File: src/verilog/ipio_map.svh
// Clock rate, carrier limits, reset values and timing counts for the inverter panel I/O block
`ifndef IPIO_MAP_SVH
`define IPIO_MAP_SVH
`define IPIO_CLK_HZ 125000000
`define IPIO_TICK_1MS_US 1000
`define IPIO_TICK_50US_US 50
`define IPIO_SAMPLE_MS 10
`define IPIO_RELEASE_MIN_MS 100
`define IPIO_FREQ_50_HZ 50
`define IPIO_FREQ_60_HZ 60
`define IPIO_CARRIER_STEP 1
`define IPIO_CARRIER_MIN 200
`define IPIO_CARRIER_MAX 500
`define IPIO_CARRIER_RST 200
`endif

File: src/verilog/ipio_pkg.sv
// Types shared by the inverter panel I/O modules
`default_nettype none
package ipio_pkg;
  typedef enum logic [2:0] {
    REL_IDLE = 3'b001,
    REL_LOW = 3'b010,
    REL_ARMED = 3'b100
  } ipio_rel_t;
  typedef enum logic [1:0] {
    ENC_NONE = 2'b00,
    ENC_UP = 2'b01,
    ENC_DOWN = 2'b10
  } ipio_step_t;
endpackage
`default_nettype wire

File: src/verilog/ipio_sync_if.sv
// Synchronised panel inputs passed from the synchroniser to the core
`default_nettype none
interface ipio_sync_if;
  logic runReqN;
  logic freqSel;
  logic levelSel;
  logic releaseIn;
  logic encA;
  logic encB;
  logic faultOvcN;
  logic faultGateN;
  logic faultTempN;
  modport src (output runReqN, freqSel, levelSel, releaseIn, encA, encB, faultOvcN,
    faultGateN, faultTempN);
  modport dst (input runReqN, freqSel, levelSel, releaseIn, encA, encB, faultOvcN,
    faultGateN, faultTempN);
endinterface
`default_nettype wire

File: src/verilog/ipio_sync.sv
// Two-stage synchroniser for all asynchronous panel and fault inputs
`default_nettype none
module ipio_sync #(
  parameter int WIDTH = 9
) (
  input wire logic clk_sys,
  input wire logic reset_n,
  input wire logic [WIDTH-1:0] rawIn,
  ipio_sync_if.src syncOut
);
  logic [WIDTH-1:0] stage1;
  logic [WIDTH-1:0] stage2;
  logic [WIDTH-1:0] next_stage1;
  logic [WIDTH-1:0] next_stage2;
  // Reset to idle levels: inactive-low inputs park high, encoder parks at rest
  // so the quadrature decoder sees no false edge after reset
  localparam logic [WIDTH-1:0] IDLE = WIDTH'(9'h1cd);

  always_comb begin
    next_stage1 = reset_n ? rawIn : IDLE;
    next_stage2 = reset_n ? stage1 : IDLE;
  end

  // First stage feeds only the second stage
  always_ff @(posedge clk_sys) begin
    stage1 <= next_stage1;
    stage2 <= next_stage2;
  end

  // Bit order fixed by the top-level packing
  assign syncOut.runReqN = stage2[0];
  assign syncOut.freqSel = stage2[1];
  assign syncOut.levelSel = stage2[2];
  assign syncOut.releaseIn = stage2[3];
  assign syncOut.encA = stage2[4];
  assign syncOut.encB = stage2[5];
  assign syncOut.faultOvcN = stage2[6];
  assign syncOut.faultGateN = stage2[7];
  assign syncOut.faultTempN = stage2[8];
endmodule
`default_nettype wire

File: src/verilog/ipio_panel.sv
// Inverter front-panel, protection and gate-pairing logic
`include "ipio_map.svh"
`default_nettype none
module ipio_panel #(
  parameter int CLK_HZ = `IPIO_CLK_HZ,
  parameter int TICK_MS_CYC = CLK_HZ / 1000 * `IPIO_TICK_1MS_US / 1000,
  parameter int SAMPLE_MS = `IPIO_SAMPLE_MS,
  parameter int RELEASE_SAMPLES = (`IPIO_RELEASE_MIN_MS + `IPIO_SAMPLE_MS - 1)
    / `IPIO_SAMPLE_MS,
  parameter int PHASE_W = 16,
  parameter int CARR_W = 10
) (
  input wire logic clk_sys,
  input wire logic reset_n,
  input wire logic run_request_n,
  input wire logic out_freq_sel,
  input wire logic level_mode_sel,
  input wire logic alarm_release_in,
  input wire logic encoder_phase_a,
  input wire logic encoder_phase_b,
  input wire logic over_volt_current_fault_n,
  input wire logic gate_driver_fault_n,
  input wire logic over_temp_fault_n,
  input wire logic [CARR_W-1:0] init_carrier_setting_in,
  input wire logic [2:0] pwmHigh,
  input wire logic [2:0] pwmLow,
  output logic run_state_led_out,
  output logic alarm_led_out,
  output logic u_high_gate,
  output logic v_high_gate,
  output logic w_high_gate,
  output logic u_low_gate,
  output logic v_low_gate,
  output logic w_low_gate,
  output logic u_neutral_gate_lo_pair,
  output logic v_neutral_gate_lo_pair,
  output logic w_neutral_gate_lo_pair,
  output logic u_neutral_gate_hi_pair,
  output logic v_neutral_gate_hi_pair,
  output logic w_neutral_gate_hi_pair,
  output logic running,
  output logic threeLevel,
  output logic freq50,
  output logic [CARR_W-1:0] carrierSetting,
  output logic tick1ms,
  output logic tick50us,
  output logic [PHASE_W-1:0] phaseCount
);
  localparam int TICK50_CYC = CLK_HZ / 1000000 * `IPIO_TICK_50US_US;
  localparam logic [CARR_W-1:0] CARR_MIN = CARR_W'(`IPIO_CARRIER_MIN);
  localparam logic [CARR_W-1:0] CARR_MAX = CARR_W'(`IPIO_CARRIER_MAX);
  localparam logic [CARR_W-1:0] CARR_STEP = CARR_W'(`IPIO_CARRIER_STEP);

  ipio_sync_if sync ();

  // Synchronise every asynchronous input before use
  ipio_sync #(.WIDTH(9)) u_sync (
    .clk_sys(clk_sys),
    .reset_n(reset_n),
    .rawIn({over_temp_fault_n, gate_driver_fault_n, over_volt_current_fault_n,
      encoder_phase_b, encoder_phase_a, alarm_release_in, level_mode_sel,
      out_freq_sel, run_request_n}),
    .syncOut(sync)
  );

  // Timebase state
  logic [16:0] cnt1ms, next_cnt1ms;
  logic [12:0] cnt50, next_cnt50;
  logic [7:0] cntSample, next_cntSample;
  logic next_tick1ms, next_tick50us, sampleTick, next_sampleTick;
  logic [PHASE_W-1:0] next_phaseCount;

  // Tick generators; phase counter advances per 50 us step
  always_comb begin
    next_cnt1ms = cnt1ms + 17'h1;
    next_tick1ms = 1'b0;
    next_cnt50 = cnt50 + 13'h1;
    next_tick50us = 1'b0;
    next_cntSample = cntSample;
    next_sampleTick = 1'b0;
    next_phaseCount = phaseCount;
    if (cnt1ms == 17'(TICK_MS_CYC - 1)) begin
      next_cnt1ms = 17'h0;
      next_tick1ms = 1'b1;
      next_cntSample = cntSample + 8'h1;
      if (cntSample == 8'(SAMPLE_MS - 1)) begin
        next_cntSample = 8'h0;
        next_sampleTick = 1'b1;
      end
    end
    if (cnt50 == 13'(TICK50_CYC - 1)) begin
      next_cnt50 = 13'h0;
      next_tick50us = 1'b1;
      // Adds the selected output rate, 50 or 60, on each step; cleared to zero on each step while stopped
      next_phaseCount = running ? phaseCount + (freq50 ? PHASE_W'(`IPIO_FREQ_50_HZ)
        : PHASE_W'(`IPIO_FREQ_60_HZ)) : '0;
    end
    if (!reset_n) begin
      next_cnt1ms = 17'h0;
      next_cnt50 = 13'h0;
      next_cntSample = 8'h0;
      next_tick1ms = 1'b0;
      next_tick50us = 1'b0;
      next_sampleTick = 1'b0;
      next_phaseCount = '0;
    end
  end

  always_ff @(posedge clk_sys) begin
    cnt1ms <= next_cnt1ms;
    cnt50 <= next_cnt50;
    cntSample <= next_cntSample;
    tick1ms <= next_tick1ms;
    tick50us <= next_tick50us;
    sampleTick <= next_sampleTick;
    phaseCount <= next_phaseCount;
  end

  // Control state
  ipio_pkg::ipio_rel_t relState, next_relState;
  logic [7:0] relCount, next_relCount;
  logic alarm, next_alarm, next_running, next_threeLevel, next_freq50;
  logic levelTaken, next_levelTaken;
  logic [1:0] levelWait, next_levelWait;
  logic [CARR_W-1:0] next_carrierSetting;
  logic [1:0] encPrev, next_encPrev;
  logic [1:0] encAcc, next_encAcc;
  logic faultNow, releaseOk;
  ipio_pkg::ipio_step_t encStep;

  // Any low fault line is a fault
  assign faultNow = !sync.faultOvcN || !sync.faultGateN || !sync.faultTempN;

  // Quadrature decode, one step per valid edge
  always_comb begin
    encStep = ipio_pkg::ENC_NONE;
    unique case ({encPrev, sync.encA, sync.encB})
      4'b0001, 4'b0111, 4'b1110, 4'b1000: encStep = ipio_pkg::ENC_UP;
      4'b0010, 4'b1011, 4'b1101, 4'b0100: encStep = ipio_pkg::ENC_DOWN;
      default: encStep = ipio_pkg::ENC_NONE;
    endcase
  end

  assign releaseOk = (relState == ipio_pkg::REL_ARMED) && sync.releaseIn && sampleTick;

  // Release sequencer, alarm latch, run, mode and carrier control
  always_comb begin
    next_relState = relState;
    next_relCount = relCount;
    next_alarm = alarm;
    next_running = running;
    next_threeLevel = threeLevel;
    // Mode taken once the synchroniser holds the pin, not its reset value
    next_levelWait = (levelWait == 2'h2) ? levelWait : levelWait + 2'h1;
    next_levelTaken = (levelWait == 2'h2);
    next_freq50 = freq50;
    next_carrierSetting = carrierSetting;
    next_encPrev = {sync.encA, sync.encB};
    next_encAcc = encAcc;
    if (sampleTick) begin
      unique case (relState)
        ipio_pkg::REL_IDLE: if (!sync.releaseIn) begin
          next_relState = ipio_pkg::REL_LOW;
          next_relCount = 8'h1;
        end
        ipio_pkg::REL_LOW: if (sync.releaseIn) begin
          next_relState = ipio_pkg::REL_IDLE;
        end else begin
          next_relCount = relCount + 8'h1;
          if (relCount + 8'h1 >= 8'(RELEASE_SAMPLES)) next_relState = ipio_pkg::REL_ARMED;
        end
        ipio_pkg::REL_ARMED: if (sync.releaseIn) next_relState = ipio_pkg::REL_IDLE;
        default: next_relState = ipio_pkg::REL_IDLE;
      endcase
    end
    // Fault set wins over release
    if (releaseOk && !faultNow) next_alarm = 1'b0;
    if (faultNow) next_alarm = 1'b1;
    if (!levelTaken) next_threeLevel = sync.levelSel;
    if (sampleTick) begin
      if (!running) next_freq50 = sync.freqSel;
      // Start waits for the sample after a release, never the same one
      next_running = !sync.runReqN && !alarm;
    end
    if (faultNow || next_alarm) next_running = 1'b0;
    if (!running) begin
      next_carrierSetting = init_carrier_setting_in;
      next_encAcc = 2'h0;
    end else if (encStep != ipio_pkg::ENC_NONE) begin
      // Four edges make one pulse cycle
      next_encAcc = encAcc + 2'h1;
      if (encAcc == 2'h3) begin
        if (encStep == ipio_pkg::ENC_UP && carrierSetting < CARR_MAX)
          next_carrierSetting = carrierSetting + CARR_STEP;
        if (encStep == ipio_pkg::ENC_DOWN && carrierSetting > CARR_MIN)
          next_carrierSetting = carrierSetting - CARR_STEP;
      end
    end
    if (!reset_n) begin
      next_relState = ipio_pkg::REL_IDLE;
      next_relCount = 8'h0;
      next_alarm = 1'b0;
      next_running = 1'b0;
      next_threeLevel = 1'b0;
      next_levelTaken = 1'b0;
      next_levelWait = 2'h0;
      next_freq50 = 1'b0;
      next_carrierSetting = CARR_W'(`IPIO_CARRIER_RST);
      next_encPrev = 2'h0;
      next_encAcc = 2'h0;
    end
  end

  always_ff @(posedge clk_sys) begin
    relState <= next_relState;
    relCount <= next_relCount;
    alarm <= next_alarm;
    running <= next_running;
    threeLevel <= next_threeLevel;
    levelTaken <= next_levelTaken;
    levelWait <= next_levelWait;
    freq50 <= next_freq50;
    carrierSetting <= next_carrierSetting;
    encPrev <= next_encPrev;
    encAcc <= next_encAcc;
  end

  // Gate outputs registered; alarm forces every gate low
  logic [11:0] gates, next_gates;
  always_comb begin
    next_gates = {pwmHigh, pwmLow, ~pwmLow, ~pwmHigh};
    if (!running || faultNow || alarm || !reset_n) next_gates = 12'h000;
  end

  always_ff @(posedge clk_sys) begin
    gates <= next_gates;
    run_state_led_out <= reset_n ? !running : 1'b1;
    alarm_led_out <= reset_n ? alarm : 1'b0;
  end

  assign {u_high_gate, v_high_gate, w_high_gate} = gates[11:9];
  assign {u_low_gate, v_low_gate, w_low_gate} = gates[8:6];
  assign {u_neutral_gate_lo_pair, v_neutral_gate_lo_pair, w_neutral_gate_lo_pair} = gates[5:3];
  assign {u_neutral_gate_hi_pair, v_neutral_gate_hi_pair, w_neutral_gate_hi_pair} = gates[2:0];

  a_alarm_kills_run: assert property (@(posedge clk_sys) disable iff (!reset_n)
    alarm |=> !running) else $error("running while alarm held");
  a_fault_sets_alarm: assert property (@(posedge clk_sys) disable iff (!reset_n)
    faultNow |=> alarm ##1 alarm_led_out) else $error("fault did not raise alarm");
  a_gates_idle_stop: assert property (@(posedge clk_sys) disable iff (!reset_n)
    !running |=> gates == 12'h000) else $error("gates active while stopped");
  a_run_led_state: assert property (@(posedge clk_sys) disable iff (!reset_n)
    $changed(running) |=> run_state_led_out == !$past(running)) else $error("run lamp");
  a_level_held: assert property (@(posedge clk_sys) disable iff (!reset_n)
    levelTaken && $past(levelTaken) |-> $stable(threeLevel)) else $error("mode moved");
  a_freq_when_run: assert property (@(posedge clk_sys) disable iff (!reset_n)
    running && $past(running) |-> $stable(freq50)) else $error("freq changed running");
  a_run_on_sample: assert property (@(posedge clk_sys) disable iff (!reset_n)
    $rose(running) |-> $past(sampleTick)) else $error("start off sample");
  a_release_clears: assert property (@(posedge clk_sys) disable iff (!reset_n)
    $fell(alarm) |-> $past(relState) == ipio_pkg::REL_ARMED) else $error("bad release");
  a_carrier_bounds: assert property (@(posedge clk_sys) disable iff (!reset_n)
    running && $past(running) |-> carrierSetting - $past(carrierSetting) <= CARR_STEP
    || $past(carrierSetting) - carrierSetting <= CARR_STEP) else $error("carrier jump");
endmodule
`default_nettype wire

File: config.mk
export PLATFORM = sky130hd
export DESIGN_NAME = ipio_panel
export DESIGN_NICKNAME = d
export VERILOG_FILES = /design/src/verilog/ipio_pkg.sv /design/src/verilog/ipio_sync_if.sv /design/src/verilog/ipio_sync.sv /design/src/verilog/ipio_panel.sv
export VERILOG_INCLUDE_DIRS = /design/src /design/src/verilog
export SDC_FILE = /design/constraint.sdc
export NUM_CORES = 1
export LEC_CHECK = 0
export BUFFER_PORTS_ARGS = -buffer_cell sky130_fd_sc_hd__buf_4
export CORE_MARGIN = 2
export CORE_UTILIZATION = 62
export DETAILED_ROUTE_END_ITERATION = 12
export PLACE_DENSITY_LB_ADDON = 0.3
export SYNTH_ARGS = -nofsm -noshare
export SYNTH_HDL_FRONTEND = slang
export SYNTH_SLANG_ARGS = --single-unit
File: constraint.sdc
create_clock -name clk_sys -period 6.85 [get_ports clk_sys]
set_clock_uncertainty 0.05 [all_clocks]
set_input_delay 0.685 -clock clk_sys [delete_from_list [all_inputs] [get_ports clk_sys]]
set_output_delay 0.685 -clock clk_sys [all_outputs]
set_load 0.02 [all_outputs]
==> results of run 1 <==
[cells in the final DEF (no fill, tap or decap), types with 4 or more instances in the layout]
master	count
a31oi_1	5
nor2b_1	7
inv_1	15
nand2_1	37
nor3_1	10
ha_1	20
mux2i_1	7
nor2_1	92
nand3_1	24
a21o_1	4
or3_1	8
xor2_1	36
xnor2_1	20
dfxtp_1	120
nand2b_1	15
a211oi_1	4
clkbuf_16	16
o21ai_0	26
and2_1	16
a21oi_1	33
inv_6	8
and3_1	18
nand4_1	13
buf_4	70
[final timing paths]
check,end,slack (ps),cells past startpoint,from
max,carrierSetting[8]$_SDFFE_PN0P_,3760,10,carrierSetting[0]$_SDFFE_PN0P_
min,gates[2]$_SDFF_PP0_,270,2,pwmHigh[2]
max reg2reg,carrierSetting[8]$_SDFFE_PN0P_,3760,10,carrierSetting[0]$_SDFFE_PN0P_
min reg2reg,u_sync.stage2[3]$_SDFF_PN1_,360,1,u_sync.stage1[3]$_SDFF_PN1_
[power by group through the flow]
stage | clock [W] | sequential, W | combinational (W)
2_1_floorplan | 0 | 0.000750 | 0.0000643
3_3_place_gp | 0 | 0.000747 | 0.0000953
3_5_place_dp | 0 | 0.000749 | 0.0000995
4_1_cts | 0.000859 | 0.000735 | 0.000103
5_1_grt | 0.000890 | 0.000737 | 0.000115
6_report | 0.000847 | 0.000735 | 0.000104
[worst max-delay path, cell delays in order, from the launching register on]
cell and delay, ps:
dfxtp_1 370, o31ai_1 280, nand2_1 100, a31o_1 250
o21a_1 310, fa_1 480, a211oi_1 320, o21ai_0 130
a31oi_1 250, xnor2_1 110, a221o_1 320
[per-layer routing]
layer / vias to the layer above / GRT usage [%] / share of wire, %
met4: 0 / 14.3 / 2.8
met2: 163 / 44.4 / 50
met5: - / 0 / 0
met3: 39 / 6.66 / 6.1
met1: 2107 / 29.0 / 41
li1: 2184 / - / -
[cells by family after synthesis]
logic type               Yosys count  share of synthesized area (%)
adder cells (fa/ha/maj)           22                           5.51
other                              1                         0.0711
AND/OR/NAND/NOR                  259                           24.9
buffers and inverters             39                           2.94
AO/OA/AOI/OAI                     92                           10.4
multiplexers                       7                           1.33
flip-flops                       120                           45.6
XOR/XNOR                          56                           9.30
[through the flow]
step	total power, W	util [%]	cells
2_1_floorplan	0.000815	-	596
3_3_place_gp	0.000843	71.0	748
3_5_place_dp	0.000849	71.0	748
4_1_cts	0.00170	77.9	780
5_1_grt	0.00174	77.9	780
6_report	0.00169	77.9	780
[cell type report]
cell class                 count  area share, %
timing repair buffer          70           8.21
clock buffer                  17           6.47
multi-input combinational    437           42.4
sequential                   120           37.5
clock inverter                15           2.42
tap                          105           2.05
inverter                      16          0.938
[flip-flops by register name, summed over array words and instances (netlist names)]
| name | flops |
|---|---|
| cnt1ms | 17 |
| phaseCount | 15 |
| cnt50 | 13 |
| gates | 12 |
| carrierSetting | 10 |
| u_sync.stage1 | 9 |
| u_sync.stage2 | 9 |
| cntSample | 8 |
| relCount | 8 |
| relState | 3 |
| encAcc | 2 |
| encStep | 2 |
| levelWait | 2 |
| alarm | 1 |
| alarm_led_out | 1 |
| freq50 | 1 |
| levelTaken | 1 |
| run_state_led_out | 1 |
| running | 1 |
| sampleTick | 1 |
| threeLevel | 1 |
| tick1ms | 1 |
| tick50us | 1 |
==> impl_metrics.json, run 1 <==
{
  "status": "complete, no violations",
  "p_leak_nw": 2.66,
  "holdWs_ps": 268,
  "hpwl_um": 7260,
  "dieHeight_um": 96.2,
  "hold_class": "in -> reg",
  "drt-total-wl_um": 11400,
  "hold_buffers": 0,
  "max-slew-margin-rel_pct": 17.8,
  "yosysTopAreaCellShare_pct": 45.6,
  "fin_area_um2": 6400,
  "seq_area_frac_synth_pct": 45.6,
  "p_sw_share_pct": 25.2,
  "power_density_nw_per_um2": 263,
  "numCtsBuffers": 17,
  "clockBufferDepth": 2,
  "dr_total_vias": 4493,
  "cts_num_sinks": 120,
  "rsz0062_at_grt": "no",
  "cp-start-kind": "register",
  "place_area_um2": 5830,
  "cp.arrival_ps": 3450,
  "final_max_slew_viol_count": 0,
  "ys.flop_type": "dfxtp_1",
  "power.internal_w": 0.00126,
  "synth.most_common_cell": "dfxtp_1",
  "cts_setup_buffers": 0,
  "die_area_um2": 9260,
  "yosys_warnings": 0,
  "cts_root_buffer": "clkbuf_8",
  "area_growth_pct": 21.5,
  "cts_tree": "yes",
  "finalNetCount": 711,
  "nFillCells": 568,
  "antenna_cells": 0,
  "grt_overflow_total": 0,
  "ant_nets": 0,
  "synthesis.area_um2": 5270,
  "grt_use_total_pct": 25.8,
  "async_flop_share_pct": 0,
  "ys_ff_latch": 120,
  "postCtsResizedCells": 0,
  "place.gp.congestion": 0.931,
  "port_buffers": 70,
  "finalSetupTns_ps": 0,
  "grt_antenna_before_repair": 0,
  "vias_per_cell": 5.76,
  "crit_path_end_kind": "register",
  "setup_viol": 0,
  "synth_edf_count": 0,
  "io_pins": 72,
  "fin_crit_sh_pct": 45.1,
  "fp.dieW_um": 96.2,
  "crit_required_ps": 7210,
  "synth_cell_types": 58,
  "syn_area_per_cell_um2": 8.84,
  "ir_drop_mv": 0.157,
  "clock_latency_ps": 520,
  "comb_power_share_pct": 6.2,
  "start_util_pct": 64.2,
  "path_class": "reg -> reg",
  "fp-row-count": 33,
  "max_freq_mhz": 324,
  "drive_above_1_share_pct": 16.0,
  "grt_max_degree": 44,
  "grt_pass1_vias": 4207,
  "multiInputGateArea_um2": 2710,
  "maxCapViolCount": 0,
  "fin_crit_ps": 3090,
  "timing.final.ws_setup_ps": 3760,
  "seq_power_share_pct": 43.6,
  "first_iter_violations": 268,
  "p_switching_w": 0.000424,
  "first_pass_iters": 6,
  "place_ws_ps": 3910,
  "grt_pass1_wl_um": 18600,
  "synth_commonest_cells": "120 x dfxtp_1, 92 x nor2_1, 37 x nand2_1",
  "clockPowerShare_pct": 50.2,
  "drc_errors": 0,
  "cp_max_fo": 9,
  "cts_max_level": 4,
  "coreArea_um2": 8220,
  "timing.final.hold_violations": 0,
  "synthCells": 596,
  "synth_top_area_cell": "dfxtp_1",
  "ff_latch_area_um2": 2400,
  "synth_area_leaders": "dfxtp_1 46%, nor2_1 6.6%, xor2_1 6.0%, ha_1 4.7%, xnor2_1 3.3%",
  "synth_nets": 645,
  "clk_pin_slew_worst_paths_ps": 60,
  "tightest_slew_ps": 1220,
  "avgRoutedWirePerCell_um": 14.7
}
Note: power is estimated with default switching activity, not from simulation.
==> inputs of run 2 (changes only) <==
--- a/config.mk
+++ b/config.mk
@@ -8,7 +8,7 @@
 export LEC_CHECK = 0
 export BUFFER_PORTS_ARGS = -buffer_cell sky130_fd_sc_hd__buf_4
 export CORE_MARGIN = 2
-export CORE_UTILIZATION = 62
+export CORE_UTILIZATION = 57
 export DETAILED_ROUTE_END_ITERATION = 12
 export PLACE_DENSITY_LB_ADDON = 0.3
 export SYNTH_ARGS = -nofsm -noshare
==> constraint.sdc (replaced) <==
create_clock -name clk_sys -period 3.08 [get_ports clk_sys]
set_clock_uncertainty 0.05 [all_clocks]
set_input_delay 0.308 -clock clk_sys [delete_from_list [all_inputs] [get_ports clk_sys]]
set_output_delay 0.308 -clock clk_sys [all_outputs]
set_load 0.02 [all_outputs]
==> run 2 against run 1 <==
- critical path depth did not move
- critical path type unchanged
- register-to-register slack worse by 3500 ps
- cell area grew 3.3%
- clock power rose by 110%
- count of clock-buffer cells in the layout rose by 1
- non-clock buffer count rose by 21
- via count down 0.69%
- routed wire length fell by 3.7%
- combinational power is 140% higher
- sequential power is 120% higher
- total power rose by 120%
- sequential share of layout area fell by 1.2 points
==> impl_metrics.json, run 2 (synthesized netlist as in run 1, its figures left out) <==
{
  "top_register": "cnt1ms",
  "avgRoutedWirePerCell_um": 13.6,
  "fin_crit_sh_pct": 93.0,
  "grt_max_degree": 44,
  "grt_pass1_wl_um": 18600,
  "setup_viol": 0,
  "fp-row-count": 35,
  "hpwl_um": 7380,
  "p_leak_nw": 2.73,
  "grt_overflow_total": 0,
  "fin_crit_ps": 2860,
  "fp.dieW_um": 100,
  "path_class": "reg -> reg",
  "crit_path_end_kind": "register",
  "place.gp.congestion": 0.944,
  "clockBufferDepth": 2,
  "largest_register_ff_count": 17,
  "numCtsBuffers": 17,
  "antenna_cells": 0,
  "maxCapViolCount": 0,
  "hold_path_startpoint": "init_carrier_setting_in[4]",
  "vias_per_cell": 5.53,
  "first_iter_violations": 260,
  "cts_max_level": 4,
  "ir_drop_mv": 0.334,
  "cts_setup_buffers": 0,
  "drt-total-wl_um": 11000,
  "status": "complete, no violations",
  "final_max_slew_viol_count": 0,
  "start_util_pct": 57.9,
  "crit_required_ps": 3430,
  "rr_worst_depth": 10,
  "ant_nets": 0,
  "nFillCells": 662,
  "hold_class": "in -> reg",
  "grt_antenna_before_repair": 0,
  "timing.rr.start": "carrierSetting[1]$_SDFFE_PN0P_",
  "grt_pass1_vias": 4201,
  "drc_errors": 0,
  "ff_latch_area_um2": 2400,
  "coreArea_um2": 9110,
  "cts_root_buffer": "clkbuf_8",
  "cts_tree": "yes",
  "dieHeight_um": 100,
  "hold_path_end": "carrierSetting[4]$_SDFFE_PN0P_",
  "finalNetCount": 732,
  "tightest_slew_ps": 721,
  "mostFrequentLayoutCells": "120 x dfxtp_1, 92 x nor2_1, 74 x buf_4",
  "cp.arrival_ps": 3210,
  "final_common_cell": "dfxtp_1",
  "max-slew-margin-rel_pct": 50.7,
  "timing.final.hold_violations": 0,
  "port_buffers": 70,
  "dr_total_vias": 4462,
  "finalSetupTns_ps": 0,
  "clock_latency_ps": 510,
  "power_density_nw_per_um2": 554,
  "clk_pin_slew_worst_paths_ps": 60,
  "rsz0062_at_grt": "no",
  "placed_cells": 758,
  "drive_above_1_share_pct": 17.1,
  "ff2ff_setup_slack_ps": 220,
  "multiInputGateArea_um2": 2740,
  "max_freq_mhz": 349,
  "cp-start-kind": "register",
  "first_pass_iters": 5,
  "finalNonFillerCells": 807,
  "top_regs": "cnt1ms: 17 flops, phaseCount: 15 flops, cnt50: 13 flops",
  "cts_num_sinks": 120,
  "io_pins": 72,
  "reg2reg_to": "carrierSetting[8]$_SDFFE_PN0P_",
  "area_growth_pct": 25.4,
  "hold_depth": 3,
  "die_area_um2": 10000,
  "grt_use_total_pct": 22.9,
  "cp_max_fo": 9
}
run 2: critical path: stages (launching register included):
cell	delay (ps)
dfxtp_1	370
o31ai_1	250
nand2_1	90
a31o_1	250
o21a_2	280
fa_2	400
a211oi_2	280
o21ai_0	160
a31oi_1	220
xnor2_1	90
a221o_1	320
run 2: power breakdown:
part           switching (W)  internal, W  leakage, nW
clock network       0.000708      0.00107        0.258
registers          0.0000333      0.00160        0.976
logic               0.000128     0.000122         1.50
run 2: routing by layer:
metal  vias up  wire length, um  track usage, %
met3        15              585            6.69
li1       2223                -               -
met5         -                0               0
met4         0               79            6.53
met1      2096             4810            27.3
met2       128             5540            40.1
run 2: worst max path at each step:
stage | from | endpoint | slack [ps]
final | carrierSetting[1]$_SDFFE_PN0P_ | carrierSetting[8]$_SDFFE_PN0P_ | 220
after global placement | carrierSetting[1]$_SDFFE_PN0P_ | carrierSetting[8]$_SDFFE_PN0P_ | 190
after CTS | carrierSetting[1]$_SDFFE_PN0P_ | carrierSetting[8]$_SDFFE_PN0P_ | 110
after detailed placement | carrierSetting[1]$_SDFFE_PN0P_ | carrierSetting[8]$_SDFFE_PN0P_ | 140
after global routing | carrierSetting[1]$_SDFFE_PN0P_ | carrierSetting[8]$_SDFFE_PN0P_ | 80
after floorplan | carrierSetting[0]$_SDFFE_PN0P_ | carrierSetting[8]$_SDFFE_PN0P_ | 300
run 2: cell type report:
class | count | area share [%]
inverter | 16 | 0.908
clock inverter | 14 | 1.93
multi-input combinational | 437 | 41.4
sequential | 120 | 36.3
clock buffer | 18 | 6.32
tap | 111 | 2.10
timing repair buffer | 91 | 11.0
run 2: per-stage QoR:
stage | total power [W] | hold slack (ps) | setup WS (ps) | area, um2 | utilization, %
2_1_floorplan | 0.00181 | 330 | 302 | 5270 | -
3_3_place_gp | 0.00188 | 338 | 192 | 5870 | 64.5
3_5_place_dp | 0.00189 | 351 | 137 | 5870 | 64.5
4_1_cts | 0.00369 | 4.10 | 105 | 6590 | 72.3
5_1_grt | 0.00380 | 27.2 | 79.2 | 6610 | 72.6
6_report | 0.00366 | 18.3 | 215 | 6610 | 72.6
run 2: repair_timing:
item / 4_1_cts / 5_1_grt
resized for setup: 0 / 8
hold endpoints to repair: 23 / 0
setup endpoints to repair: 0 / 3
hold buffers: 17 / 0
